`config.mk`:
```
export PLATFORM = sky130hd
export DESIGN_NAME = dadc_top
export DESIGN_NICKNAME = d
export VERILOG_FILES = /design/src/core/dadc_fifo.sv /design/src/core/dadc_pkg.sv /design/src/core/dadc_top.sv
export VERILOG_INCLUDE_DIRS = /design/src /design/src/core
export SDC_FILE = /design/constraint.sdc
export NUM_CORES = 1
export LEC_CHECK = 0
export ABC_CLOCK_PERIOD_IN_PS = 3400
export BUFFER_PORTS_ARGS = -buffer_cell sky130_fd_sc_hd__buf_2
export CAP_MARGIN = 20
export CORE_UTILIZATION = 55
export DETAILED_ROUTE_END_ITERATION = 6
export GPL_ROUTABILITY_DRIVEN = 0
export MAX_ROUTING_LAYER = met4
export PLACE_DENSITY = 0.8
export RECOVER_POWER = 100
export SLEW_MARGIN = 20
export SYNTH_ARGS = -nofsm -noshare
export SYNTH_HDL_FRONTEND = slang
export SYNTH_SLANG_ARGS = --single-unit
```
`constraint.sdc`:
```
create_clock -name clk_i -period 3.4 [get_ports clk_i]
set_input_delay 0 -clock clk_i [delete_from_list [all_inputs] [get_ports clk_i]]
set_output_delay 0 -clock clk_i [all_outputs]
set_load 0.005 [all_outputs]
```
`src/core/dadc_map.svh`:
```
// Offsets, field positions, reset values and timing counts of the
// dual converter output control. Included by the core file only.
//
// What this block does
// - Layout select high: each channel own bus
// - Layout select low: interleave on I, Q low
// - Trim trigger rise starts trim per channel
// - Trim lasts 34 cycles, averages 32 conversions
// - Subtract averaged offset from later results
// - Format select: low offset binary, high two's
// - Runs only with both sleep requests low
// - Light sleep holds last result on outputs
// - Deep sleep deepest, wins over light sleep
// - Deep sleep holds last result on outputs
// - Data outputs always driven, never floating
// - Offset binary: 3FF, 200, 000 codes
// - Two's complement: 1FF, 000, 200 codes
// - Range select high doubles full scale
// - Both channels sampled at the same instant
`ifndef DADC_MAP_SVH
`define DADC_MAP_SVH
`define DADC_CTRL_OFS 4'h0
`define DADC_STAT_OFS 4'h4
`define DADC_OFST_OFS 4'h8
`define DADC_C_LAYOUT 0
`define DADC_C_FMT 1
`define DADC_C_RANGE 2
`define DADC_C_LIGHT 3
`define DADC_C_DEEP 4
`define DADC_C_TRIM 5
`define DADC_CTRL_RST 6'h01
`define DADC_S_BUSY 0
`define DADC_S_DONE 1
`define DADC_S_PWR 4
`define DADC_S_LVL 8
`define DADC_OFS_Q 16
`define DADC_MID 12'sh200
`define DADC_TRIM_CYCLES 34
`define DADC_TRIM_SAMPLES 32
`endif

```
`src/core/dadc_fifo.sv`:
```
// Result FIFO: the module dadc_fifo sits in dadc_top.sv, beside the
// top that uses it, so that one design file holds all the logic.

```
`src/core/dadc_pkg.sv`:
```
// Types shared by the converter output control and its bench.
// Assumes 10-bit converter words and a 32-bit register bus.
package dadc_pkg;
	typedef struct packed {
		logic read;
		logic write;
		logic [3:0] address;
		logic [31:0] writedata;
	} dadc_avs_req_t;
	typedef struct packed {
		logic [9:0] i;
		logic [9:0] q;
	} dadc_pair_t;
	typedef enum logic [1:0] {PWR_RUN, PWR_LIGHT, PWR_DEEP} dadc_pwr_t;
	typedef enum logic {TRIM_IDLE, TRIM_RUN} dadc_trim_t;
endpackage : dadc_pkg

```
`src/core/dadc_top.sv`:
```
// Digital control and output stage of a dual 10-bit converter.
// Assumes the converter cores deliver one aligned I/Q word per clock,
// synchronous to clk_i, and software drives the controls over Avalon-MM.
`timescale 1ns/100ps
`include "dadc_map.svh"

////////////////////////////////////////////////////////////////////////
// Result FIFO between correction and the output buses.
// Assumes one clock and an active-low asynchronous reset.
module dadc_fifo #(
	parameter int WIDTH = 20,
	parameter int DEPTH = 8,
	parameter int LW = $clog2(DEPTH + 1)
) (
	// Clock and reset
	input wire logic clk_i,
	input wire logic reset_n_i,
	// Filling side
	input wire logic in_valid_i,
	output logic in_ready_o,
	input wire logic [WIDTH-1:0] in_data_i,
	// Draining side
	output logic out_valid_o,
	input wire logic out_ready_i,
	output logic [WIDTH-1:0] out_data_o,
	output logic [LW-1:0] level_o
);
	localparam int AW = (DEPTH > 1) ? $clog2(DEPTH) : 1;
	typedef struct packed {
		logic [DEPTH-1:0][WIDTH-1:0] mem;
		logic [AW-1:0] wp;
		logic [AW-1:0] rp;
		logic [LW-1:0] cnt;
	} dadc_fifo_st_t;
	dadc_fifo_st_t st_r;
	dadc_fifo_st_t st_nxt;
	logic push;
	logic pop;
	assign in_ready_o = (st_r.cnt != LW'(DEPTH));
	assign out_valid_o = (st_r.cnt != '0);
	assign out_data_o = st_r.mem[st_r.rp];
	assign level_o = st_r.cnt;
	assign push = in_valid_i && in_ready_o;
	assign pop = out_valid_o && out_ready_i;
	always_comb begin
		st_nxt = st_r;
		if (push) begin
			st_nxt.mem[st_r.wp] = in_data_i;
			st_nxt.wp = (st_r.wp == AW'(DEPTH - 1)) ? '0 : AW'(st_r.wp + 1'b1);
		end
		if (pop) begin
			st_nxt.rp = (st_r.rp == AW'(DEPTH - 1)) ? '0 : AW'(st_r.rp + 1'b1);
		end
		st_nxt.cnt = LW'(st_r.cnt + LW'(push) - LW'(pop));
	end
	always_ff @(posedge clk_i or negedge reset_n_i) begin
		if (!reset_n_i) begin
			st_r <= '0;
		end else begin
			st_r <= st_nxt;
		end
	end
endmodule : dadc_fifo

////////////////////////////////////////////////////////////////////////
module dadc_top #(
	parameter int DEPTH = 8
) (
	// Clock and reset
	input wire logic clk_i,
	input wire logic reset_n_i,
	// Avalon-MM register slave
	input wire dadc_pkg::dadc_avs_req_t avs_req_i,
	output logic [31:0] avs_readdata_o,
	output logic avs_waitrequest_o,
	// Raw words from the converter cores
	input wire dadc_pkg::dadc_pair_t raw_i,
	input wire logic raw_valid_i,
	output logic raw_ready_o,
	// Output buses to capture logic
	output dadc_pkg::dadc_pair_t bus_o,
	output logic word_valid_o,
	output logic word_is_q_o,
	input wire logic bus_ready_i,
	// Analog control levels
	output logic range_select_o,
	output logic light_sleep_o,
	output logic deep_sleep_o,
	output logic trim_busy_o
);
	import dadc_pkg::*;

	////////////////////////////////////////////////////////////////////
	localparam int LW = $clog2(DEPTH + 1);
	localparam int SHIFT = $clog2(`DADC_TRIM_SAMPLES);

	typedef struct packed {
		logic [5:0] ctrl;
		logic trim_go_d;
		dadc_pwr_t pwr;
		dadc_trim_t trim;
		logic [5:0] trim_cnt;
		logic signed [15:0] acc_i;
		logic signed [15:0] acc_q;
		logic signed [10:0] ofs_i;
		logic signed [10:0] ofs_q;
		logic trim_done;
		logic waitreq;
		logic [31:0] rdata;
		dadc_pair_t bus;
		logic valid;
		logic is_q;
		logic pend_q;
		logic [9:0] held_q;
		logic ready;
		logic light;
		logic deep;
		logic busy;
	} dadc_state_t;

	dadc_state_t st_r;
	dadc_state_t st_nxt;
	dadc_pair_t fifo_in;
	dadc_pair_t fifo_out;
	logic fifo_in_valid;
	logic fifo_out_valid;
	logic fifo_out_ready;
	logic [LW-1:0] fifo_level;
	logic trim_rise;
	logic run;
	logic [LW:0] level_next;

	// Offset removal with clamping, so the usable code range shrinks
	function automatic logic [9:0] dadc_fix(input logic [9:0] raw,
		input logic signed [10:0] ofs, input logic twos);
		logic signed [11:0] v;
		logic [9:0] c;
		v = $signed({2'b00, raw}) - `DADC_MID - $signed({ofs[10], ofs});
		if (v > $signed(12'h1FF)) begin
			v = $signed(12'h1FF);
		end else if (v < $signed(12'hE00)) begin
			v = $signed(12'hE00);
		end
		c = v[9:0];
		return twos ? c : {~c[9], c[8:0]};
	endfunction : dadc_fix

	////////////////////////////////////////////////////////////////////
	// one word, both channels
	assign fifo_in.i = dadc_fix(raw_i.i, st_r.ofs_i, st_r.ctrl[`DADC_C_FMT]);
	assign fifo_in.q = dadc_fix(raw_i.q, st_r.ofs_q, st_r.ctrl[`DADC_C_FMT]);
	assign fifo_in_valid = raw_valid_i && st_r.ready;
	assign run = (st_r.pwr == PWR_RUN);
	assign fifo_out_ready = run && !st_r.pend_q;
	assign trim_rise = st_r.ctrl[`DADC_C_TRIM] && !st_r.trim_go_d;

	dadc_fifo #(
		.WIDTH($bits(dadc_pair_t)),
		.DEPTH(DEPTH),
		.LW(LW)
	) u_fifo (
		.clk_i(clk_i),
		.reset_n_i(reset_n_i),
		.in_valid_i(fifo_in_valid),
		.in_ready_o(),
		.in_data_i(fifo_in),
		.out_valid_o(fifo_out_valid),
		.out_ready_i(fifo_out_ready),
		.out_data_o(fifo_out),
		.level_o(fifo_level)
	);

	////////////////////////////////////////////////////////////////////
	always_comb begin
		st_nxt = st_r;
		level_next = (LW + 1)'({1'b0, fifo_level} + (LW + 1)'(fifo_in_valid)
			- (LW + 1)'(fifo_out_valid && fifo_out_ready));
		// Register slave: one wait cycle, then the answer
		if (st_r.waitreq) begin
			if (avs_req_i.read || avs_req_i.write) begin
				st_nxt.waitreq = 1'b0;
				case (avs_req_i.address)
					`DADC_CTRL_OFS: st_nxt.rdata = {26'h0000000, st_r.ctrl};
					`DADC_STAT_OFS: begin
						st_nxt.rdata = 32'h00000000;
						st_nxt.rdata[`DADC_S_BUSY] = (st_r.trim == TRIM_RUN);
						st_nxt.rdata[`DADC_S_DONE] = st_r.trim_done;
						st_nxt.rdata[`DADC_S_PWR +: 2] = st_r.pwr;
						st_nxt.rdata[`DADC_S_LVL +: LW] = fifo_level;
					end
					`DADC_OFST_OFS: begin
						st_nxt.rdata = 32'h00000000;
						st_nxt.rdata[10:0] = st_r.ofs_i;
						st_nxt.rdata[`DADC_OFS_Q +: 11] = st_r.ofs_q;
					end
					default: st_nxt.rdata = 32'h00000000;
				endcase
			end
		end else begin
			st_nxt.waitreq = 1'b1;
			if (avs_req_i.write && avs_req_i.address == `DADC_CTRL_OFS) begin
				st_nxt.ctrl = avs_req_i.writedata[5:0];
			end
		end
		if (st_r.ctrl[`DADC_C_DEEP]) begin
			st_nxt.pwr = PWR_DEEP;
		end else if (st_r.ctrl[`DADC_C_LIGHT]) begin
			st_nxt.pwr = PWR_LIGHT;
		end else begin
			st_nxt.pwr = PWR_RUN;
		end
		st_nxt.ready = (st_nxt.pwr == PWR_RUN) && (level_next < (LW + 1)'(DEPTH));
		// Offset trim sequence
		st_nxt.trim_go_d = st_r.ctrl[`DADC_C_TRIM];
		case (st_r.trim)
			TRIM_IDLE: begin
				if (trim_rise) begin
					st_nxt.trim = TRIM_RUN;
					st_nxt.trim_cnt = 6'h00;
					st_nxt.acc_i = 16'sh0000;
					st_nxt.acc_q = 16'sh0000;
					st_nxt.trim_done = 1'b0;
				end
			end
			TRIM_RUN: begin
				st_nxt.trim_cnt = st_r.trim_cnt + 6'h01;
				if (st_r.trim_cnt < 6'(`DADC_TRIM_SAMPLES)) begin
					st_nxt.acc_i = st_r.acc_i + 16'(signed'({2'b00, raw_i.i}) - `DADC_MID);
					st_nxt.acc_q = st_r.acc_q + 16'(signed'({2'b00, raw_i.q}) - `DADC_MID);
				end
				if (st_r.trim_cnt == 6'(`DADC_TRIM_CYCLES - 1)) begin
					st_nxt.trim = TRIM_IDLE;
					st_nxt.ofs_i = 11'(st_r.acc_i >>> SHIFT);
					st_nxt.ofs_q = 11'(st_r.acc_q >>> SHIFT);
					st_nxt.trim_done = 1'b1;
				end
			end
			default: st_nxt.trim = TRIM_IDLE;
		endcase
		st_nxt.valid = 1'b0;
		if (run) begin
			if (st_r.pend_q) begin
				// Q word follows its I word
				st_nxt.bus.i = st_r.held_q;
				st_nxt.bus.q = 10'h000;
				st_nxt.is_q = 1'b1;
				st_nxt.valid = 1'b1;
				st_nxt.pend_q = 1'b0;
			end else if (fifo_out_valid) begin
				st_nxt.valid = 1'b1;
				st_nxt.is_q = 1'b0;
				if (st_r.ctrl[`DADC_C_LAYOUT]) begin
					st_nxt.bus = fifo_out;
				end else begin
					st_nxt.bus.i = fifo_out.i;
					st_nxt.bus.q = 10'h000;
					st_nxt.held_q = fifo_out.q;
					st_nxt.pend_q = 1'b1;
				end
			end
		end
		// Q lines low in mux mode while running
		if (!st_r.ctrl[`DADC_C_LAYOUT] && run) begin
			st_nxt.bus.q = 10'h000;
		end
		// Level pins kept as flops so they never glitch on decode
		st_nxt.light = (st_nxt.pwr == PWR_LIGHT);
		st_nxt.deep = (st_nxt.pwr == PWR_DEEP);
		st_nxt.busy = (st_nxt.trim == TRIM_RUN);
	end

	always_ff @(posedge clk_i or negedge reset_n_i) begin
		if (!reset_n_i) begin
			st_r <= '0;
			st_r.ctrl <= `DADC_CTRL_RST;
			st_r.waitreq <= 1'b1;
			st_r.pwr <= PWR_RUN;
			st_r.trim <= TRIM_IDLE;
		end else begin
			st_r <= st_nxt;
		end
	end

	////////////////////////////////////////////////////////////////////
	// outputs always driven from flops
	assign avs_readdata_o = st_r.rdata;
	assign avs_waitrequest_o = st_r.waitreq;
	assign raw_ready_o = st_r.ready;
	assign bus_o = st_r.bus;
	assign word_valid_o = st_r.valid;
	assign word_is_q_o = st_r.is_q;
	// range select to the front end
	assign range_select_o = st_r.ctrl[`DADC_C_RANGE];
	assign light_sleep_o = st_r.light;
	assign deep_sleep_o = st_r.deep;
	assign trim_busy_o = st_r.busy;

	// Bus ready is unused: capture logic must take words as they come
	logic unused_ready;
	assign unused_ready = bus_ready_i;
endmodule : dadc_top

```
# Word level (Yosys, flattened, before mapping)
# Index checks and enable logic that the tools add are counted.
# totals
ff_bits	310
wordCells	133
in_bits	62
# op_classes
eq_ne	11
n_addsub	15
muxes	32
order_cmp	9
n_bitwise	6
reduce_logical	28
# op_table
cell	n
$bwmux W160	1
$mux W10	9
$pmux W27 S3	1
$pmux W39 S2	1
$mux W33	2
$bmux W20 S3	1
$demux W20 S3	1
$mux W23	2
$sub A10 B10 Y11 const B	4
$mux W20	2
$mux W39	1
$add A16 B11 Y16	2
$mux W32	1
$gt A12 B10 Y1 const B	2
$lt A12 B10 Y1 const B	2
$sub A11 B11 Y12	2
$reduce_and A2 Y1	7
$mux W11	1
$logic_and A1 B1 Y1	9
$lt A3 B4 Y1 const B	2
$add A3 B1 Y3 const B	2
$add A6 B1 Y6 const B	1
$eq A3 B3 Y1 const B	2
$eq A6 B6 Y1 const B	1
27 further kinds	42

# Logic depth before layout (Yosys ltp)
# depth
depth_word	8
mapped_depth	17
depth_no_buf	16

# Modules after synthesis
# A second synthesis with hierarchy kept.
# unflattened
cells_unflattened	1371
hier_area_um2	16141.7
# modules_own_cells
module	n_inst	area_each_um2	cells_per_inst
dadc_top	1	8240.4	901
dadc_fifo	1	7901.3	470

# Worst setup path before layout
# No wires, ideal clock.
# synth_path
path_kind	reg-to-reg
from	register st_r[82] (netlist name)
to	register u_fifo.st_r[60] (netlist name)
path_slack_ps	475
required_time_ps	3322
arrival_time_ps	2847
setup_time_ps	78
path_stages_with_launch	12
cell_sequence	dfrtp_1 -> ha_1 -> inv_1 -> fa_1 -> a211oi_1 -> o21bai_2 -> a41oi_2 -> xnor2_1 -> inv_2 -> o32ai_4 -> a21oi_4 -> a21oi_1
# synth_between
elab_chain_len	6
word_cells_on_any_way	7
cone_classes	add/sub: 1; order compare: 2; mux: 4
# synth_lines
element	line	source
start, declared	dadc_top.sv:121	dadc_state_t st_r;
start signal, assigned	dadc_top.sv:280	st_r <= st_nxt;
$sub A11 B11 Y12 *	dadc_top.sv:138	v = $signed({2'b00, raw}) - `DADC_MID - $signed({ofs[10], ofs});
$lt A12 B10 Y1	dadc_top.sv:141	end else if (v < $signed(12'hE00)) begin
$mux W10	dadc_top.sv:141	
$mux W10 *	dadc_top.sv:139	if (v > $signed(12'h1FF)) begin
$mux W10 *	dadc_top.sv:145	return twos ? c : {~c[9], c[8:0]};
$bwmux W160 *	dadc_top.sv:48	st_nxt.mem[st_r.wp] = in_data_i;
end signal, assigned	dadc_top.sv:60	st_r <= st_nxt;
end, declared	dadc_top.sv:35	dadc_fifo_st_t st_r;
# Mark *: on every way between the ends. The rest lies on a longest branch, timed or not.
# A chain may end at the register's enable or synchronous reset.

# Final worst setup path
# layout_path
from	register st_r (netlist bit avs_waitrequest_o)
to	register st_r (netlist bit avs_readdata_o[3])
# layout_between
elab_chain_len	1
# layout_lines
element
$reduce_and A2 Y1 (no source line)
# No other way between the ends.

==> flow_summary_export.csv <==
group,metric,value,unit
grt,first_pass_grt_wire_length,58500,µm
detailed_routing,drcViolationCount,0,
timing,max_freq,0.309,GHz
power_and_ir_drop,internal-power,10500,µW
timing,clock-skew-final,0.0200,ns
job,drv.max_cap_violation_count,2,
timing,postLayoutSetupSlackWorst,0.164,ns
run_status,violations_in_the_final_reports,"capacitance limit, slew limit",
yosys,syn-instance-count,1482,
final_layout,antenna-diode-count,0,
yosys,synthDominantCellAreaShare,48.2,%
timing,post-route-period-util,95.2,%
timing,report.final.setup_viol,0,
clock_tree,clock_tree.buffer_depth,3,
worst_setup_path,cp_max_fo,26,
floorplan,placementRows,61,
worst_setup_path,worst_r2r_path_depth,6,
yosys,asyncSetResetFlopFracSynth,100,%
worst_setup_path,start_kind,"flip-flop",
detailed_routing,final_antenna_net_count,0,
yosys,synth_top_cell_by_area,"sky130_fd_sc_hd__dfrtp_1",
yosys,ys_seq_elements,300,
clock_tree,cts_setup_buffers,0,
grt,number_of_antenna_violations_at_the_first_check_in_global_routing,0,
placed_design,detailed_place_hpwl,23600,µm
timing,tightestPinTransition,1.70,ns
worst_setup_path,crit-reg2reg-capture,"avs_readdata_o[3]",
yosys,post_synthesis_instance_area,15500,µm²
yosys,avgSynthCellArea,10.4,µm²
detailed_routing,via_count,11300,
placed_design,pre_cts_slack,0.395,ns
grt,largest_net_degree_at_the_start_of_global_routing,80,
yosys,synth.lib_cells_used.distinct,72,
power_and_ir_drop,seq_power_share,35.6,%
worst_hold_path,worst_hold_path.num_cells,4,
clock_tree,insertion_delay,0.52,ns
floorplan,design.portCount,122,
floorplan,die_w,170,µm
worst_hold_path,hold_path_end,"st_r[116]",
power_and_ir_drop,comb_power_share,43.1,%
power_and_ir_drop,power.ir.vdd_worst,0.547,mV
timing,rsz0062_at_grt,"false",
floorplan,placeableCoreArea,27700,µm²
worst_setup_path,worst_ep_required_time,3.79,ns
final_layout,final_layout_size_suffix_gt1_share,14.4,%
clock_tree,maximum_level_of_the_cts_h_tree,2,
final_layout,area_growth,10.6,%
worst_hold_path,timing.hold.worst.class,"input port to flip-flop",
power_and_ir_drop,power_leakage,0.00772,µW
clock_tree,clk_transition_reported_paths,0.06,ns
timing,period_minus_slack,3.24,ns
timing,maxSlewHeadroom,-13.5,%
worst_setup_path,worstPathArrival,3.63,ns
yosys,synth-seq-area-share,48.5,%
timing,report.final.slew_viol_count,105,
detailed_routing,detailedRoute.firstPassIterationCount,5,
worst_hold_path,holdCritStartpoint,"raw_i[17]",
yosys,synth-main-ff-cell,"sky130_fd_sc_hd__dfrtp_1",
yosys,ys.warnings.count,0,
floorplan,die_y_extent,170,µm
timing,fin_setup_tns,0,ns
placed_design,port_buffers,85,
power_and_ir_drop,part_of_the_power_in_the_clock_network,21.3,%
floorplan,floorplan.die_area,28800,µm²
run_status,run_status,"finished with violations",
clock_tree,cts_made_buffers,34,
yosys,synth_top_cells_by_area,"sky130_fd_sc_hd__dfrtp_1 (48%), sky130_fd_sc_hd__mux4_2 (5.8%), sky130_fd_sc_hd__ha_1 (5.3%), sky130_fd_sc_hd__nand2_1 (4.2%), sky130_fd_sc_hd__o21ai_0 (3.7%)",
detailed_routing,routed_via_density,5.83,
detailed_routing,drt-total-wl,35000,µm
clock_tree,clockRootBuffer,"sky130_fd_sc_hd__clkbuf_16",
clock_tree,cts_repair_resize_count,0,
grt,groute.usage.overall,26.5,%
worst_setup_path,regToRegStartpoint,"avs_waitrequest_o",
worst_setup_path,critPathCaptureType,"flip-flop",
power_and_ir_drop,switching_power,6660,µW
clock_tree,cts_tree,"built",
floorplan,initial_utilization,55.9,%
final_layout,final_net_count,1669,
detailed_routing,avgRoutedWirePerCell,18.1,µm
grt,first_global_vias,11500,
power_and_ir_drop,power_density,1000,nW/µm²
yosys,number_of_enable_flip_flop_cells_after_synthesis,0,
grt,remaining_overflow_grt,0,
detailed_routing,detailedRoute.firstIterationViolations,770,
power_and_ir_drop,power.switching_fraction,38.9,%
worst_setup_path,rrSetupSlack,0.16,ns
worst_setup_path,worst-setup-path-type,"flip-flop to flip-flop",
clock_tree,cts.sink_count,300,
timing,finalHoldViolations,0,
## how the worst max path moves through the flow
stage | start | end | cells past startpoint
5_1_grt | st_r[82] | u_fifo.st_r[127] | 12
3_3_place_gp | u_fifo.level_o[3] | raw_ready_o | 16
2_1_floorplan | st_r[82] | u_fifo.st_r[60] | 11
3_5_place_dp | st_r[71] | u_fifo.st_r[53] | 11
4_1_cts | st_r[71] | u_fifo.st_r[153] | 11
6_report | avs_waitrequest_o | avs_readdata_o[3] | 6
## timing repair
item | 4_1_cts | 5_1_grt
hold buffers | 20 | 0
endpoints found under the hold margin | 235 | 0
endpoints found under the setup margin | 0 | 0
## sequential cells by signal (all words and copies together) (netlist names)
register           count
st_nxt                 1
st_r                  79
u_fifo.level_o         4
trim_busy_o            1
word_is_q_o            1
range_select_o         1
deep_sleep_o           1
word_valid_o           1
u_fifo.st_r          166
avs_readdata_o        23
bus_o                 20
avs_waitrequest_o      1
raw_ready_o            1
## metrics by stage
stage	utilization [%]	std cells	cell area (µm²)	total power [µW]	hold slack, ns
floorplan	-	1490	15500	11800	-0.296
global placement	57.9	1859	16000	13300	-0.0121
detailed placement	57.9	1859	16000	13700	-0.00535
CTS	62.6	1937	17400	17500	0.0268
global route	61.8	1937	17100	18300	0.0807
finish	61.8	1937	17100	17100	0.0508
## per-layer routing
layer	vias to the layer above	track usage (%)	share of wire [%]
met5	-	-	0
met1	5629	34.4	43
met4	0	7.79	2.3
met2	302	43.6	49
met3	63	3.43	4.7
li1	5300	-	-
## cells in the final DEF (no fill, tap or decap), types with 11 or more instances in the layout
cell,Yosys,final
sky130_fd_sc_hd__a21o_1,13,13
sky130_fd_sc_hd__a21oi_1,109,110
sky130_fd_sc_hd__a21oi_2,2,14
sky130_fd_sc_hd__a22o_1,37,37
sky130_fd_sc_hd__a22oi_1,13,13
sky130_fd_sc_hd__buf_2,1,60
sky130_fd_sc_hd__buf_4,52,17
sky130_fd_sc_hd__clkbuf_1,66,42
sky130_fd_sc_hd__clkbuf_16,0,37
sky130_fd_sc_hd__dfrtp_1,298,298
sky130_fd_sc_hd__dlygate4sd3_1,0,20
sky130_fd_sc_hd__ha_1,65,65
sky130_fd_sc_hd__inv_1,59,60
sky130_fd_sc_hd__mux2_2,11,11
sky130_fd_sc_hd__mux2i_1,30,30
sky130_fd_sc_hd__mux4_2,40,40
sky130_fd_sc_hd__nand2_1,175,175
sky130_fd_sc_hd__nand2b_1,11,11
sky130_fd_sc_hd__nor2_1,108,106
sky130_fd_sc_hd__o21ai_0,113,169
sky130_fd_sc_hd__xnor2_1,29,29
sky130_fd_sc_hd__xor2_1,13,13
## logic make-up after synthesis
kind of cell | Yosys count | synth area share, %
and+or+nand+nor | 362 | 10.0
buffers and inverters | 187 | 5.81
DFF | 300 | 48.5
AOI/OAI and AO/OA | 439 | 18.8
muxes | 81 | 8.56
adders and majority gates | 70 | 5.90
xor gates and xnor gates | 42 | 2.38
other | 1 | 0.0242
## cell usage after synthesis, types with 15 or more instances
| master | count |
|---|---|
| sky130_fd_sc_hd__ha_1 | 65 |
| sky130_fd_sc_hd__nor2_1 | 108 |
| sky130_fd_sc_hd__o21ai_1 | 66 |
| sky130_fd_sc_hd__o21ai_0 | 113 |
| sky130_fd_sc_hd__a21oi_4 | 15 |
| sky130_fd_sc_hd__a21oi_1 | 109 |
| sky130_fd_sc_hd__xnor2_1 | 29 |
| sky130_fd_sc_hd__buf_4 | 52 |
| sky130_fd_sc_hd__mux2i_1 | 30 |
| sky130_fd_sc_hd__dfrtp_1 | 298 |
| sky130_fd_sc_hd__a22o_1 | 37 |
| sky130_fd_sc_hd__nand2_1 | 175 |
| sky130_fd_sc_hd__mux4_2 | 40 |
| sky130_fd_sc_hd__clkbuf_1 | 66 |
| sky130_fd_sc_hd__inv_1 | 59 |
## critical path: stages, from the launching register on
cell,delay (ns)
sky130_fd_sc_hd__dfstp_1,0.40
sky130_fd_sc_hd__o21ai_2,0.07
sky130_fd_sc_hd__dlygate4sd3_1,0.56
sky130_fd_sc_hd__clkbuf_1,0.99
sky130_fd_sc_hd__nand2b_1,0.44
sky130_fd_sc_hd__o31ai_1,0.11
sky130_fd_sc_hd__dlygate4sd3_1,0.56
## power by group through the flow
stage                     Combinational (µW)  Clock, µW  Sequential, µW
after detailed placement                7620          0            6100
after global routing                    8230       3860            6250
final                                   7380       3650            6080
after floorplan                         6110          0            5680
after global placement                  7330          0            6000
after CTS                               7720       3720            6070
## layout make-up
type                       count  area, µm²
clock buffer                  48       1010
sequential                   300       7510
clock inverter                10        109
tap                          378        473
timing repair buffer         138        795
multi-input combinational   1003       7000
inverter                      60        225
fill                        2199      10600
No activity file was read; power rests on OpenSTA's default activity.
